## src/hw/uaf_pkg.sv

```systemverilog
package uaf_pkg;
  // Register byte addresses on the APB bus.
  localparam logic [7:0] ADDR_CTRL_A = 8'h00;
  localparam logic [7:0] ADDR_CTRL_B = 8'h04;
  localparam logic [7:0] ADDR_CTRL_C = 8'h08;
  localparam logic [7:0] ADDR_BAUD   = 8'h0C;
  localparam logic [7:0] ADDR_DATA   = 8'h10;
  // Field positions in ctrl_status_a.
  localparam int A_FILT = 0;
  localparam int A_DBL  = 1;
  localparam int A_PERR = 2;
  localparam int A_OVR  = 3;
  localparam int A_FERR = 4;
  localparam int A_TXE  = 5;
  localparam int A_TXC  = 6;
  localparam int A_RXC  = 7;
  // Field positions in ctrl_b and ctrl_c.
  localparam int B_TX9  = 0;
  localparam int B_RX9  = 1;
  localparam int B_CSZ2 = 2;
  localparam int B_TXEN = 3;
  localparam int B_RXEN = 4;
  localparam int C_CSZ0 = 1;
  localparam int C_STOP = 3;
  localparam int C_PM0  = 4;
  localparam int C_PM1  = 5;
  // Reset values, the nine-bit size code and widths.
  localparam logic [1:0] CSZ_LOW_RST = 2'h3;
  localparam logic [2:0] CSZ_NINE    = 3'h7;
  localparam int         BAUD_W      = 12;
  // Samples per bit and majority window per speed.
  localparam logic [4:0] SPB_NORM = 5'h10;
  localparam logic [4:0] SPB_DBL  = 5'h08;
  localparam logic [4:0] SF_NORM  = 5'h08;
  localparam logic [4:0] SF_DBL   = 5'h04;

  // Character size code to number of data bits.
  function automatic logic [3:0] uaf_char_bits(input logic [2:0] code);
    if (code == CSZ_NINE) begin
      uaf_char_bits = 4'h9;
    end else if (code[2]) begin
      uaf_char_bits = 4'h8;
    end else begin
      uaf_char_bits = 4'h5 + {2'h0, code[1:0]};
    end
  endfunction
endpackage

```

## src/hw/uaf_cfg_if.sv

```systemverilog
interface uaf_cfg_if;
  logic       tick;
  logic       dbl;
  logic [3:0] nbits;
  logic       par_en;
  logic       par_odd;
  logic       two_stop;
  modport ctl  (output tick, dbl, nbits, par_en, par_odd, two_stop);
  modport core (input  tick, dbl, nbits, par_en, par_odd, two_stop);
endinterface

```

## src/hw/uaf_rx.sv

```systemverilog
module uaf_rx (
  // Clock and reset.
  input  wire logic       pclk,
  input  wire logic       presetn,
  // Shared line settings.
  uaf_cfg_if.core         cfg,
  // Serial input and enable.
  input  wire logic       rx_en,
  input  wire logic       rxd,
  // Finished frame.
  output logic            fr_valid,
  output logic [8:0]      fr_data,
  output logic            fr_stop,
  output logic            fr_perr
);
  typedef enum logic [0:0] {RX_IDLE = 1'b0, RX_BUSY = 1'b1} uaf_rx_e;
  uaf_rx_e    state_ff;
  logic       rxd_s1_ff, rxd_s2_ff;
  logic [4:0] cnt_ff;
  logic [3:0] bit_ff;
  logic [1:0] smp_ff;
  logic [8:0] shift_ff;
  logic       par_ff;
  logic [4:0] spb, sf;
  logic [3:0] par_idx, stop_idx, dat_idx;
  logic       vote;

  // Two-stage synchroniser for the serial pin.
  always_ff @(posedge pclk or negedge presetn) begin
    if (!presetn) begin
      rxd_s1_ff <= 1'b1;
      rxd_s2_ff <= 1'b1;
    end else begin
      rxd_s1_ff <= rxd;
      rxd_s2_ff <= rxd_s1_ff;
    end
  end

  assign spb = cfg.dbl ? uaf_pkg::SPB_DBL : uaf_pkg::SPB_NORM;
  assign sf = cfg.dbl ? uaf_pkg::SF_DBL : uaf_pkg::SF_NORM;
  // data plus parity 5 to 10.
  assign par_idx  = cfg.nbits + 4'h1;
  assign stop_idx = par_idx + {3'h0, cfg.par_en};
  assign dat_idx  = bit_ff - 4'h1;
  assign vote = (smp_ff[0] & smp_ff[1]) | (smp_ff[0] & rxd_s2_ff) |
                (smp_ff[1] & rxd_s2_ff);

  // Bit recovery; the stop vote ends the frame so a new start may follow.
  always_ff @(posedge pclk or negedge presetn) begin
    if (!presetn) begin
      state_ff <= RX_IDLE;
      cnt_ff   <= 5'h00;
      bit_ff   <= 4'h0;
      smp_ff   <= 2'h0;
      shift_ff <= 9'h000;
      par_ff   <= 1'b0;
      fr_valid <= 1'b0;
      fr_data  <= 9'h000;
      fr_stop  <= 1'b0;
      fr_perr  <= 1'b0;
    end else begin
      fr_valid <= 1'b0;
      if (!rx_en) begin
        state_ff <= RX_IDLE;
      end else if (cfg.tick) begin
        unique case (state_ff)
          RX_IDLE: begin
            if (!rxd_s2_ff) begin
              state_ff <= RX_BUSY;
              cnt_ff   <= 5'h01;
              bit_ff   <= 4'h0;
              shift_ff <= 9'h000;
            end
          end
          RX_BUSY: begin
            cnt_ff <= (cnt_ff == spb) ? 5'h01 : cnt_ff + 5'h01;
            if (cnt_ff == spb) begin
              bit_ff <= bit_ff + 4'h1;
            end
            if (cnt_ff == sf) begin
              smp_ff[0] <= rxd_s2_ff;
            end
            if (cnt_ff == sf + 5'h01) begin
              smp_ff[1] <= rxd_s2_ff;
            end
            if (cnt_ff == sf + 5'h02) begin
              if (bit_ff == 4'h0) begin
                if (vote) begin
                  state_ff <= RX_IDLE;  // Noise spike, not a start.
                end
              end else if (bit_ff == stop_idx) begin
                state_ff <= RX_IDLE;
                fr_valid <= 1'b1;
                fr_data  <= shift_ff;
                fr_stop  <= vote;
                fr_perr  <= cfg.par_en & (^shift_ff ^ par_ff ^ cfg.par_odd);
              end else if (bit_ff == par_idx) begin
                par_ff <= vote;
              end else begin
                shift_ff[dat_idx] <= vote;
              end
            end
          end
        endcase
      end
    end
  end
endmodule  // uaf_rx

```

## src/hw/uaf_tx.sv

```systemverilog
module uaf_tx (
  // Clock and reset.
  input  wire logic       pclk,
  input  wire logic       presetn,
  // Shared line settings.
  uaf_cfg_if.core         cfg,
  // Character hand-over.
  input  wire logic       load,
  input  wire logic [8:0] ld_data,
  output logic            busy,
  output logic            done,
  // Serial output.
  output logic            txd
);
  logic [10:0] sreg_ff;
  logic [3:0]  left_ff;
  logic [4:0]  cnt_ff;
  logic [4:0]  spb;
  logic [10:0] frame;

  assign spb = cfg.dbl ? uaf_pkg::SPB_DBL : uaf_pkg::SPB_NORM;

  // Data, then parity, then stop ones, sent least significant first.
  always_comb begin
    frame = '1;
    for (int i = 0; i < 9; i++) begin
      if (i < int'(cfg.nbits)) begin
        frame[i] = ld_data[i];
      end
    end
    if (cfg.par_en) begin
      frame[cfg.nbits] = ^(ld_data & ~(9'h1FF << cfg.nbits)) ^ cfg.par_odd;
    end
  end

  // Shifter; it never looks at the address filter setting.
  // filter ignored here.
  always_ff @(posedge pclk or negedge presetn) begin
    if (!presetn) begin
      sreg_ff <= '1;
      left_ff <= 4'h0;
      cnt_ff  <= 5'h00;
      busy    <= 1'b0;
      done    <= 1'b0;
      txd     <= 1'b1;
    end else begin
      done <= 1'b0;
      if (!busy) begin
        if (load) begin
          busy    <= 1'b1;
          txd     <= 1'b0;
          sreg_ff <= frame;
          cnt_ff  <= 5'h01;
          left_ff <= cfg.nbits + {3'h0, cfg.par_en} +
                     (cfg.two_stop ? 4'h2 : 4'h1);
        end
      end else if (cfg.tick) begin
        cnt_ff <= (cnt_ff == spb) ? 5'h01 : cnt_ff + 5'h01;
        if (cnt_ff == spb) begin
          if (left_ff == 4'h0) begin
            busy <= 1'b0;
            done <= 1'b1;
          end else begin
            txd     <= sreg_ff[0];
            sreg_ff <= {1'b1, sreg_ff[10:1]};
            left_ff <= left_ff - 4'h1;
          end
        end
      end
    end
  end
endmodule  // uaf_tx

```

## src/hw/uaf_top.sv

```systemverilog
// Added by the designer: the address map and the APB register port.
module uaf_top (
  // APB clock and reset.
  input  wire logic        pclk,
  input  wire logic        presetn,
  // APB slave port.
  input  wire logic        psel,
  input  wire logic        penable,
  input  wire logic        pwrite,
  input  wire logic [7:0]  paddr,
  input  wire logic [31:0] pwdata,
  input  wire logic [3:0]  pstrb,
  output logic             pready,
  output logic [31:0]      prdata,
  output logic             pslverr,
  // Serial pins.
  input  wire logic        rxd,
  output logic             txd
);
  uaf_cfg_if cfg_bus ();

  // Software settings.
  logic                      filt_ff;
  logic                      dbl_ff;
  logic                      rx_en_ff;
  logic                      tx_en_ff;
  logic [2:0]                csz_ff;
  logic                      tx9_ff;
  logic                      stop2_ff;
  logic [1:0]                pmode_ff;
  logic [uaf_pkg::BAUD_W-1:0] baud_ff;

  // Baud sample generator.
  logic [uaf_pkg::BAUD_W-1:0] bcnt_ff;
  logic                      tick;

  // Receive holding entry and flags.
  logic                      rxb_valid_ff;
  logic [8:0]                rxb_data_ff;
  logic                      rxb_ferr_ff;
  logic                      rxb_perr_ff;
  logic                      ovr_ff;

  // Transmit holding entry and flags.
  logic                      txb_full_ff;
  logic [8:0]                txb_data_ff;
  logic                      txc_ff;

  // Core hand-over signals.
  logic                      fr_valid;
  logic [8:0]                fr_data;
  logic                      fr_stop;
  logic                      fr_perr;
  logic                      tx_busy;
  logic                      tx_done;
  logic                      tx_load;

  // Bus decode.
  logic                      setup;
  logic                      access;
  logic                      wr;
  logic                      rd;
  logic                      hit;
  logic                      fr_type;
  logic                      fr_keep;
  logic                      pop;
  logic [31:0]               rd_mux;
  logic [31:0]               prdata_ff;
  logic                      pslverr_ff;

  // Address decode shared by read and write paths.
  function automatic logic mapped(input logic [7:0] a);
    mapped = (a == uaf_pkg::ADDR_CTRL_A) || (a == uaf_pkg::ADDR_CTRL_B) ||
             (a == uaf_pkg::ADDR_CTRL_C) || (a == uaf_pkg::ADDR_BAUD) ||
             (a == uaf_pkg::ADDR_DATA);
  endfunction

  // Phase decode; the answer is given in the first access cycle.
  assign setup  = psel & ~penable;
  assign access = psel & penable;
  assign hit    = mapped(paddr);
  assign wr     = access & pwrite & hit & pstrb[0];
  assign rd     = access & ~pwrite;
  assign pready = 1'b1;
  assign prdata = prdata_ff;
  assign pslverr = pslverr_ff;

  // Reading the data location releases the receive entry.
  assign pop = rd & (paddr == uaf_pkg::ADDR_DATA);

  assign cfg_bus.nbits    = uaf_pkg::uaf_char_bits(csz_ff);
  assign cfg_bus.dbl      = dbl_ff;
  assign cfg_bus.par_en   = pmode_ff[1];
  assign cfg_bus.par_odd  = pmode_ff[0];
  assign cfg_bus.two_stop = stop2_ff;
  assign cfg_bus.tick     = tick;

  // Sample tick every baud_divisor plus one clocks.
  always_ff @(posedge pclk or negedge presetn) begin
    if (!presetn) begin
      bcnt_ff <= '0;
    end else if (bcnt_ff == '0) begin
      bcnt_ff <= baud_ff;
    end else begin
      bcnt_ff <= bcnt_ff - 1'b1;
    end
  end
  assign tick = (bcnt_ff == '0);

  // Frame type: ninth bit for nine-bit characters, else first stop.
  // first stop as type.
  assign fr_type = (csz_ff == uaf_pkg::CSZ_NINE) ? fr_data[8] : fr_stop;

  assign fr_keep = ~filt_ff | fr_type;

  // Receive entry; a new frame wins over a read in the same cycle.
  // address stored normally.
  always_ff @(posedge pclk or negedge presetn) begin
    if (!presetn) begin
      rxb_valid_ff <= 1'b0;
      rxb_data_ff  <= 9'h000;
      rxb_ferr_ff  <= 1'b0;
      rxb_perr_ff  <= 1'b0;
    end else if (!rx_en_ff) begin
      rxb_valid_ff <= 1'b0;
      rxb_ferr_ff  <= 1'b0;
      rxb_perr_ff  <= 1'b0;
    end else if (fr_valid && fr_keep && (!rxb_valid_ff || pop)) begin
      rxb_valid_ff <= 1'b1;
      rxb_data_ff  <= fr_data;
      rxb_ferr_ff  <= ~fr_stop;
      rxb_perr_ff  <= fr_perr;
    end else if (pop) begin
      rxb_valid_ff <= 1'b0;
    end
  end

  // Overrun: a kept frame found the entry still unread and was lost.
  // no overrun when dropped.
  always_ff @(posedge pclk or negedge presetn) begin
    if (!presetn) begin
      ovr_ff <= 1'b0;
    end else if (!rx_en_ff) begin
      ovr_ff <= 1'b0;
    end else if (fr_valid && fr_keep) begin
      ovr_ff <= rxb_valid_ff & ~pop;
    end
  end

  // Transmit entry: a write to the data location fills it when empty.
  // Loading on a sample tick keeps the start bit a full bit time long.
  assign tx_load = txb_full_ff & tx_en_ff & ~tx_busy & tick;
  always_ff @(posedge pclk or negedge presetn) begin
    if (!presetn) begin
      txb_full_ff <= 1'b0;
      txb_data_ff <= 9'h000;
    end else if (wr && paddr == uaf_pkg::ADDR_DATA && !txb_full_ff) begin
      txb_full_ff <= 1'b1;
      txb_data_ff <= {tx9_ff, pwdata[7:0]};
    end else if (tx_load) begin
      txb_full_ff <= 1'b0;
    end
  end

  // Transmit complete: set when the line goes idle with nothing queued.
  // A write of one clears it, but a completion in that cycle wins.
  always_ff @(posedge pclk or negedge presetn) begin
    if (!presetn) begin
      txc_ff <= 1'b0;
    end else if (tx_done && !txb_full_ff) begin
      txc_ff <= 1'b1;
    end else if (wr && paddr == uaf_pkg::ADDR_CTRL_A &&
                 pwdata[uaf_pkg::A_TXC]) begin
      txc_ff <= 1'b0;
    end
  end

  // Settings in ctrl_status_a and ctrl_b, plus the low size bits of ctrl_c.
  always_ff @(posedge pclk or negedge presetn) begin
    if (!presetn) begin
      filt_ff  <= 1'b0;
      dbl_ff   <= 1'b0;
      rx_en_ff <= 1'b0;
      tx_en_ff <= 1'b0;
      csz_ff   <= {1'b0, uaf_pkg::CSZ_LOW_RST};
      tx9_ff   <= 1'b0;
    end else if (wr && paddr == uaf_pkg::ADDR_CTRL_A) begin
      filt_ff <= pwdata[uaf_pkg::A_FILT];
      dbl_ff  <= pwdata[uaf_pkg::A_DBL];
    end else if (wr && paddr == uaf_pkg::ADDR_CTRL_B) begin
      rx_en_ff  <= pwdata[uaf_pkg::B_RXEN];
      tx_en_ff  <= pwdata[uaf_pkg::B_TXEN];
      csz_ff[2] <= pwdata[uaf_pkg::B_CSZ2];
      tx9_ff    <= pwdata[uaf_pkg::B_TX9];
    end else if (wr && paddr == uaf_pkg::ADDR_CTRL_C) begin
      csz_ff[1:0] <= pwdata[uaf_pkg::C_CSZ0 +: 2];
    end
  end

  // Settings in ctrl_c and the baud divisor.
  always_ff @(posedge pclk or negedge presetn) begin
    if (!presetn) begin
      stop2_ff <= 1'b0;
      pmode_ff <= 2'h0;
      baud_ff  <= '0;
    end else if (wr && paddr == uaf_pkg::ADDR_CTRL_C) begin
      stop2_ff <= pwdata[uaf_pkg::C_STOP];
      pmode_ff <= {pwdata[uaf_pkg::C_PM1], pwdata[uaf_pkg::C_PM0]};
    end else if (wr && paddr == uaf_pkg::ADDR_BAUD) begin
      baud_ff[7:0] <= pwdata[7:0];
      if (pstrb[1]) begin
        baud_ff[uaf_pkg::BAUD_W-1:8] <= pwdata[uaf_pkg::BAUD_W-1:8];
      end
    end
  end

  // Read view of every register; unused bits read zero.
  always_comb begin
    rd_mux = 32'h0000_0000;
    unique case (paddr)
      uaf_pkg::ADDR_CTRL_A: begin
        rd_mux[uaf_pkg::A_FILT] = filt_ff;
        rd_mux[uaf_pkg::A_DBL]  = dbl_ff;
        rd_mux[uaf_pkg::A_PERR] = rxb_valid_ff & rxb_perr_ff;
        rd_mux[uaf_pkg::A_OVR]  = ovr_ff;
        rd_mux[uaf_pkg::A_FERR] = rxb_valid_ff & rxb_ferr_ff;
        rd_mux[uaf_pkg::A_TXE]  = ~txb_full_ff;
        rd_mux[uaf_pkg::A_TXC]  = txc_ff;
        rd_mux[uaf_pkg::A_RXC]  = rxb_valid_ff;
      end
      uaf_pkg::ADDR_CTRL_B: begin
        rd_mux[uaf_pkg::B_RXEN] = rx_en_ff;
        rd_mux[uaf_pkg::B_TXEN] = tx_en_ff;
        rd_mux[uaf_pkg::B_CSZ2] = csz_ff[2];
        rd_mux[uaf_pkg::B_RX9]  = rxb_data_ff[8];
        rd_mux[uaf_pkg::B_TX9]  = tx9_ff;
      end
      uaf_pkg::ADDR_CTRL_C: begin
        rd_mux[uaf_pkg::C_CSZ0 +: 2] = csz_ff[1:0];
        rd_mux[uaf_pkg::C_STOP]      = stop2_ff;
        rd_mux[uaf_pkg::C_PM0]       = pmode_ff[0];
        rd_mux[uaf_pkg::C_PM1]       = pmode_ff[1];
      end
      uaf_pkg::ADDR_BAUD: begin
        rd_mux[uaf_pkg::BAUD_W-1:0] = baud_ff;
      end
      uaf_pkg::ADDR_DATA: begin
        rd_mux[7:0] = rxb_data_ff[7:0];
      end
      default: begin
        rd_mux = 32'h0000_0000;
      end
    endcase
  end

  // Read data and error are captured in the setup cycle.
  always_ff @(posedge pclk or negedge presetn) begin
    if (!presetn) begin
      prdata_ff  <= 32'h0000_0000;
      pslverr_ff <= 1'b0;
    end else if (setup) begin
      prdata_ff  <= pwrite ? 32'h0000_0000 : rd_mux;
      pslverr_ff <= ~hit;
    end
  end

  // Receiver core.
  uaf_rx u_rx (
    .pclk     (pclk),
    .presetn  (presetn),
    .cfg      (cfg_bus.core),
    .rx_en    (rx_en_ff),
    .rxd      (rxd),
    .fr_valid (fr_valid),
    .fr_data  (fr_data),
    .fr_stop  (fr_stop),
    .fr_perr  (fr_perr)
  );

  // Transmitter core.
  uaf_tx u_tx (
    .pclk    (pclk),
    .presetn (presetn),
    .cfg     (cfg_bus.core),
    .load    (tx_load),
    .ld_data (txb_data_ff),
    .busy    (tx_busy),
    .done    (tx_done),
    .txd     (txd)
  );
endmodule  // uaf_top

```

## config.mk

```make
export PLATFORM = sky130hd
export DESIGN_NAME = uaf_top
export DESIGN_NICKNAME = d
export VERILOG_FILES = /design/src/hw/uaf_pkg.sv /design/src/hw/uaf_cfg_if.sv /design/src/hw/uaf_rx.sv /design/src/hw/uaf_tx.sv /design/src/hw/uaf_top.sv
export SDC_FILE = /design/constraint.sdc
export NUM_CORES = 1
export LEC_CHECK = 0
export ABC_CLOCK_PERIOD_IN_PS = 3800
export BUFFER_PORTS_ARGS = -buffer_cell sky130_fd_sc_hd__buf_2
export CAP_MARGIN = 30
export CORE_MARGIN = 5
export CORE_UTILIZATION = 49
export DETAILED_ROUTE_END_ITERATION = 16
export GPL_ROUTABILITY_DRIVEN = 0
export HOLD_SLACK_MARGIN = 0.15
export PLACE_DENSITY = 0.73
export SLEW_MARGIN = 20
export SYNTH_ARGS = -nofsm -noshare
export SYNTH_HDL_FRONTEND = slang
export SYNTH_SLANG_ARGS = --single-unit
```

## constraint.sdc

```tcl
create_clock -name pclk -period 3.8 [get_ports pclk]
set_input_delay 0.19 -clock pclk [delete_from_list [all_inputs] [get_ports pclk]]
set_output_delay 0.19 -clock pclk [all_outputs]
set_load 0.05 [all_outputs]
```

==> reports/qor.csv, run 1 <==
stage,metric,value,unit
status,outcome,completed,
cts,root_buffer,clkbuf_16,
cts,htreeDepth,4,
yosys,synthFlopType,dfrtp_1,
sta,rsz0062_at_grt,no,
sta,fin_crit,3.515,ns
min_path,hold_path.class,primary input to flop,
cts,cts_sinks,131,
critical_path,critical_path.slowest_cell,dfstp_2,
cts,numCtsBuffers,17,
critical_path,critPathRequiredTime,4.15,ns
power_and_ir_drop,p_leak,3.750,nW
placed_design,post-place-ws,0.3486,ns
sta,setup_viol,0,
power_and_ir_drop,p_per_area,413.2,mW/mm^2
yosys,syn_area,0.007316,mm^2
critical_path,max_stage_delay,0.59,ns
cts,clk_pin_slew,0.05,ns
sta,slew_violations,0,
grt,grt_overflow_total,0,
die,dieArea,0.01747,mm^2
die,chipWidth,132.2,um
sta,period_share,0.9251,
sta,worst_pin_slew,0.9566,ns
grt,antenna_found_initial,0,
layout,syn_to_final_growth,14.35,%
die,die_y,132.2,um
layout,post-route-util,0.5734,
critical_path,cp-start-kind,flop,
drt,first_pass_iters,5,
yosys,synth.avg_cell_area,10.20,um^2
layout,drive_gt1_frac,0.1839,
layout,design_area,0.008366,mm^2
critical_path,crit_chain,ha_1 > nand2b_1 > inv_1 > ha_1 > or3_1 > a21oi_1 > xnor3_1 > a41o_4 > or4_1 > a21oi_1,
cts,cts.repair.resized,0,
drt,drtIter0Drc,423,
placed_design,dp_hpwl,12.34,mm
sta,finalClockSkew,0.006643,ns
cts,cts_buffer_depth,2,
die,ioPinCount,85,
run,cap_violations,0,
layout,antenna_cells,0,
grt,grt_usage,0.2058,
yosys,synth_edf_count,0,
grt,grt_pass1_vias,5779,
sta,whs,0.2286,ns
sta,fin_tns_setup,0,ns
drt,via_per_inst,5.885,
power_and_ir_drop,ir_drop,0.0004176,V
layout,fillCellCount,1198,
yosys,ys_async_sr_fraction,1.000,
critical_path,worstSetupPathType,flop to flop,
yosys,syn_inst,717,
grt,grt_max_degree,51,
critical_path,arrival,3.86,ns
sta,setup_slack,0.2847,ns
grt,grt_pass1_wl,29.37,mm
drt,wl,17.43,mm
drt,drc,0,
sta,fmax,284.5,MHz
critical_path,critPathMaxFanout,18,
sta,hold_violations,0,
yosys,synth_warnings,0,
layout,nets,847,
drt,antenna_left,0,
critical_path,end_kind,flop,
die,start_util,0.5015,
die,core-area,0.01459,mm^2
cts,cts_tree,yes,
placed_design,port_buffers,41,
placed_design,place_area,0.007627,mm^2
drt,vias,5691,
sta,maxSlewHeadroom,0.3533,
yosys,synth-seq-cells,131,
cts,worstSkewPairLatency,0.43,ns
die,rows,44,
cts,cts_setup_buffers,0,
yosys,synth.distinct_cells,75,
drt,routedWlPerCell,18.02,um
yosys,seq_area_frac_synth,0.4508,
[registers in the layout, indices dropped and copies added (netlist names), 4 cells and up]
signal,cells
baud_ff,12
txb_data_ff,9
u_tx.cnt_ff,5
u_tx.left_ff,4
bcnt_ff,12
rxb_data_ff,9
u_rx.bit_ff,4
u_tx.sreg_ff,11
u_rx.cnt_ff,5
prdata,12
u_rx.shift_ff,9
u_rx.fr_data,9
[per-stage QoR]
step	cells	total power, mW
after floorplan	736	1.785
after global placement	917	1.852
after detailed placement	919	1.875
after CTS	967	3.485
after global routing	967	3.611
final	967	3.457
[metal layers]
| layer | part of all wire | up-vias | track usage |
|---|---|---|---|
| met3 | 0.065 | 26 | 0.05649 |
| met5 | 0 | - | 0 |
| met4 | 0.015 | 0 | 0.07466 |
| li1 | - | 2642 | - |
| met1 | 0.43 | 2834 | 0.2659 |
| met2 | 0.49 | 189 | 0.3330 |
[worst paths after layout]
kind	startpoint	end	slack, ns	cells past startpoint
setup / recovery	csz_ff[0]	u_rx.shift_ff[3]	0.28	10
hold / removal	paddr[6]	pslverr	0.23	4
setup reg to reg	csz_ff[0]	u_rx.shift_ff[3]	0.28	10
hold reg to reg	u_rx.rxd_s1_ff	u_rx.rxd_s2_ff	0.35	0
max in group asynchronous	presetn	u_rx.rxd_s2_ff	2.69	3
min in group asynchronous	presetn	baud_ff[8]	0.35	2
[layout make-up]
type	instances	area [um^2]	share of cell area
multi-input cells	527	3692	0.4414
flip-flops and latches	131	3298	0.3943
clock buffers	25	505.5	0.06042
repair buffers	68	473.0	0.05654
well taps	184	230.2	0.02752
inverters	25	93.84	0.01122
clock inverters	7	72.57	0.008675
[cell usage in the layout, fill, tap and decap left out, types with 16 or more instances in the layout]
cell and instances:
o31ai_1 16, mux2_2 33, clkbuf_16 17, conb_1 21, nand3_1 20, nand2_1 74
dfstp_2 16, nor3_1 17, mux2_1 20, o21ai_0 49, a21oi_1 36, nor2_1 38
buf_2 41, dfrtp_1 115, dlygate4sd3_1 16, ha_1 25, inv_1 23, xnor2_1 20
[kinds of logic after synthesis]
group | share of synthesized area
and+or+nand+nor | 0.1582
AOI/OAI and AO/OA | 0.1411
DFF | 0.4508
buffers and inverters | 0.05473
muxes | 0.09800
xor gates and xnor gates | 0.04789
adders and majority gates | 0.04823
other | 0.001027
[worst max-delay path: cells and delay by family (launching register included)]
family                   cells  cell delay [ns]
AO/OA/AOI/OAI                3             0.71
flip-flops                   1             0.59
AND/OR/NAND/NOR              3             1.06
XOR/XNOR                     1             0.28
adder cells (fa/ha/maj)      2             0.64
buffers and inverters        1             0.15
[what timing repair did]
action | in CTS | in global routing
setup endpoints to repair | 0 | 0
hold endpoints to repair | 84 | 0
hold buffers | 16 | 0
[where the power goes]
group	total (mW)	internal [mW]	switching (mW)
clock network	1.59	0.984	0.606
registers	1.55	1.46	0.0829
logic	0.320	0.120	0.199
total	3.46	2.57	0.888
[cell usage after synthesis, types with 3 or more instances]
cell type / count / area (um^2)
clkbuf_1: 22 / 82.58
o22ai_1: 3 / 18.77
ha_1: 25 / 312.8
mux2_1: 20 / 225.2
a21oi_1: 37 / 185.2
o221ai_1: 3 / 26.28
o21ai_1: 4 / 20.02
nor2_1: 38 / 142.6
nand2b_1: 5 / 31.28
nor3_1: 17 / 85.08
or3_1: 3 / 18.77
nor3b_1: 4 / 30.03
nand2_1: 74 / 277.8
buf_6: 3 / 33.78
nor4_1: 3 / 18.77
a31oi_1: 9 / 56.30
mux2i_1: 12 / 120.1
a41oi_1: 3 / 26.28
dfstp_2: 16 / 420.4
and3_1: 4 / 25.02
nand3_1: 20 / 100.1
xor2_1: 7 / 61.31
nand3b_1: 4 / 30.03
dfrtp_1: 115 / 2878
a221o_1: 3 / 30.03
o21ai_0: 49 / 245.2
inv_1: 23 / 86.33
buf_2: 5 / 25.02
nor2b_1: 13 / 81.33
xnor2_1: 20 / 175.2
a32o_1: 3 / 30.03
a21o_1: 3 / 22.52
mux2_2: 33 / 371.6
buf_4: 21 / 157.7
nor4b_1: 3 / 26.28
nand4_1: 6 / 37.54
or4_1: 13 / 97.59
xnor3_1: 4 / 90.09
o31ai_1: 16 / 120.1
Note: power is estimated with default switching activity, not from simulation.
==> run 2: changes to the inputs <==
CORE_ASPECT_RATIO = 1.75   (was unset)
==> run 2 against run 1 <==
  * Clock power is essentially flat
  * Die area increased by 0.55%
  * Register-to-register slack improved by 0.04 ns
  * Total power is 1.1% higher
  * Non-clock buffer count is 2 lower
  * Clock skew is 0.00051 ns higher
  * Critical endpoint is now u_rx.fr_data[6]
  * Largest cell class unchanged
==> reports/qor.csv, run 2 (synthesis gave the netlist of run 1 again) <==
stage,metric,value,unit,change
status,outcome,completed,,
drt,via_per_inst,5.826,,-1.0%
placed_design,port_buffers,41,,unchanged
cts,ctsHoldBuffers,16,,unchanged
critical_path,r2r_cells,10,,unchanged
layout,nets,845,,-0.24%
layout,final_common_cell,dfrtp_1,,
die,dieArea,0.01757,mm^2,+0.55%
sta,fin_tns_setup,0,ns,unchanged
grt,grt_overflow_total,0,,unchanged
layout,drive_gt1_frac,0.1844,,+0.0004710
cts,cts_tree,yes,,
die,core-area,0.01476,mm^2,+1.2%
critical_path,critical_path.slowest_cell,dfstp_2,,
critical_path,critPathMaxFanout,10,,-8
power_and_ir_drop,p_leak,3.738,nW,-0.31%
grt,grt_pass1_vias,5747,,-0.55%
cts,htreeDepth,4,,unchanged
critical_path,r2r_slack,0.33,ns,+0.04 ns
critical_path,cp.buffers_inverters,1,,unchanged
layout,syn_to_final_growth,13.89,%,
critical_path,crit_chain,ha_1 > nand2_1 > o21a_1 > inv_1 > ha_1 > xnor3_1 > xor2_1 > nand3_1 > nor2_2 > mux2_2,,
layout,fillCellCount,1250,,+4.3%
critical_path,cp_top_family,simple AND/OR/NAND/NOR gates,,
critical_path,worstSetupPathType,flop to flop,,
cts,cts.repair.resized,0,,unchanged
sta,rsz0062_at_grt,no,,
drt,drtIter0Drc,427,,+0.95%
run,cap_violations,0,,unchanged
power_and_ir_drop,total_power,3.495,mW,+1.1%
drt,routedWlPerCell,18.09,um,+0.39%
sta,fmax,287.9,MHz,+1.2%
drt,first_pass_iters,5,,unchanged
drt,wl_met3,572,um,-49%
sta,hold_violations,0,,unchanged
die,die_y,171.6,um,+30%
die,rows,59,,+34%
cts,clk_pin_slew,0.06,ns,about the same
grt,grt_usage,0.2092,,+0.003373
die,chipWidth,102.4,um,-23%
placed_design,place_inst,916,,-0.33%
sta,slew_violations,0,,unchanged
min_path,hold_path.class,primary input to flop,,
cts,cts_sinks,131,,unchanged
critical_path,reg2reg_from,csz_ff[0],,
cts,root_buffer,clkbuf_16,,
layout,design_area,0.008332,mm^2,-0.40%
cts,cts_buffer_depth,2,,unchanged
sta,whs,0.2491,ns,+0.02056 ns
drt,antenna_left,0,,unchanged
cts,numCtsBuffers,17,,unchanged
critical_path,path_depth,10,,unchanged
min_path,hold_path_depth,3,,-1
drt,vias,5616,,-1.3%
layout,fin_cells,964,,-0.31%
layout,antenna_cells,0,,unchanged
placed_design,place_area,0.007589,mm^2,-0.51%
drt,drc,0,,unchanged
drt,wl,17.44,mm,about the same
critical_path,end_kind,flop,,
critical_path,cp-start-kind,flop,,
sta,fin_crit,3.473,ns,-0.04199 ns
cts,worstSkewPairLatency,0.42,ns,about the same
power_and_ir_drop,ir_drop,0.0002852,V,-32%
sta,finalClockSkew,0.007157,ns,+0.0005146 ns
die,ioPinCount,85,,unchanged
min_path,hold_path.startpoint,pstrb[1],,
die,start_util,0.4955,,-0.005950
critical_path,cp_common_cell,ha_1,,
critical_path,r2r-end,u_rx.fr_data[6],,
sta,period_share,0.9140,,-0.01105
sta,worst_pin_slew,0.8385,ns,-0.1181 ns
grt,grt_pass1_wl,28.59,mm,-2.7%
drt,wl_met1,6.557,mm,-13%
sta,setup_viol,0,,unchanged
min_path,worstHoldEndpoint,baud_ff[8],,
placed_design,dp_hpwl,13.00,mm,+5.3%
power_and_ir_drop,p_per_area,419.5,mW/mm^2,+1.5%
drt,top_layer,met4,,
drt,dr_wl_met2,9.641,mm,+13%
cts,cts_setup_buffers,0,,unchanged
critical_path,max_stage_delay,0.59,ns,about the same
sta,maxSlewHeadroom,0.4331,,+0.07982
layout,final_cell_mix,"dfrtp_1, nand2_1, o21ai_0",,
grt,grt_max_degree,65,,+27%
critical_path,critPathRequiredTime,4.10,ns,-0.05 ns
critical_path,arrival,3.77,ns,-0.09 ns
grt,antenna_found_initial,0,,unchanged
==> run 2: report_power, final <==
group	switching, mW	internal [mW]	leakage, nW	total [mW]
combinational	0.203	0.118	1.72	0.321
sequential	0.0875	1.46	1.74	1.55
clock	0.649	0.975	0.272	1.62
total	0.939	2.56	3.74	3.50
==> run 2: how the worst max path moves through the flow <==
stage	startpoint	end	slack [ns]
final	csz_ff[0]	u_rx.fr_data[6]	0.33
after global routing	csz_ff[0]	u_rx.fr_data[5]	0.05
after CTS	csz_ff[0]	u_rx.fr_data[6]	0.32
after detailed placement	csz_ff[0]	u_rx.fr_data[6]	0.38
after global placement	csz_ff[0]	u_rx.fr_data[5]	0.43
after floorplan	csz_ff[0]	u_rx.shift_ff[7]	0.62
==> run 2: stage by stage <==
step / utilization / setup slack, ns
finish: 0.5643 / 0.3267
detailed placement: 0.5140 / 0.3771
global route: 0.5643 / 0.05069
floorplan: - / 0.6241
CTS: 0.5643 / 0.3193
global placement: 0.5140 / 0.4257
==> run 2: tightest hold or removal path: stages <==
cell and delay, ns:
buf_2 0.10, nand3_1 0.16, mux2_2 0.18
==> run 2: cell type report <==
| cell class | count | area, um^2 | area share |
|---|---|---|---|
| clock buffers | 18 | 429.2 | 0.05151 |
| clock inverters | 14 | 153.9 | 0.01847 |
| inverters | 25 | 93.84 | 0.01126 |
| multi-input cells | 527 | 3692 | 0.4432 |
| flip-flops and latches | 131 | 3298 | 0.3959 |
| well taps | 183 | 229.0 | 0.02748 |
| repair buffers | 66 | 435.4 | 0.05226 |
==> run 2: layer usage <==
layer / global-route usage / up-vias
li1: - / 2635
met1: 0.2275 / 2786
met2: 0.3843 / 153
met3: 0.03369 / 42
met4: 0.1039 / 0
met5: 0 / -
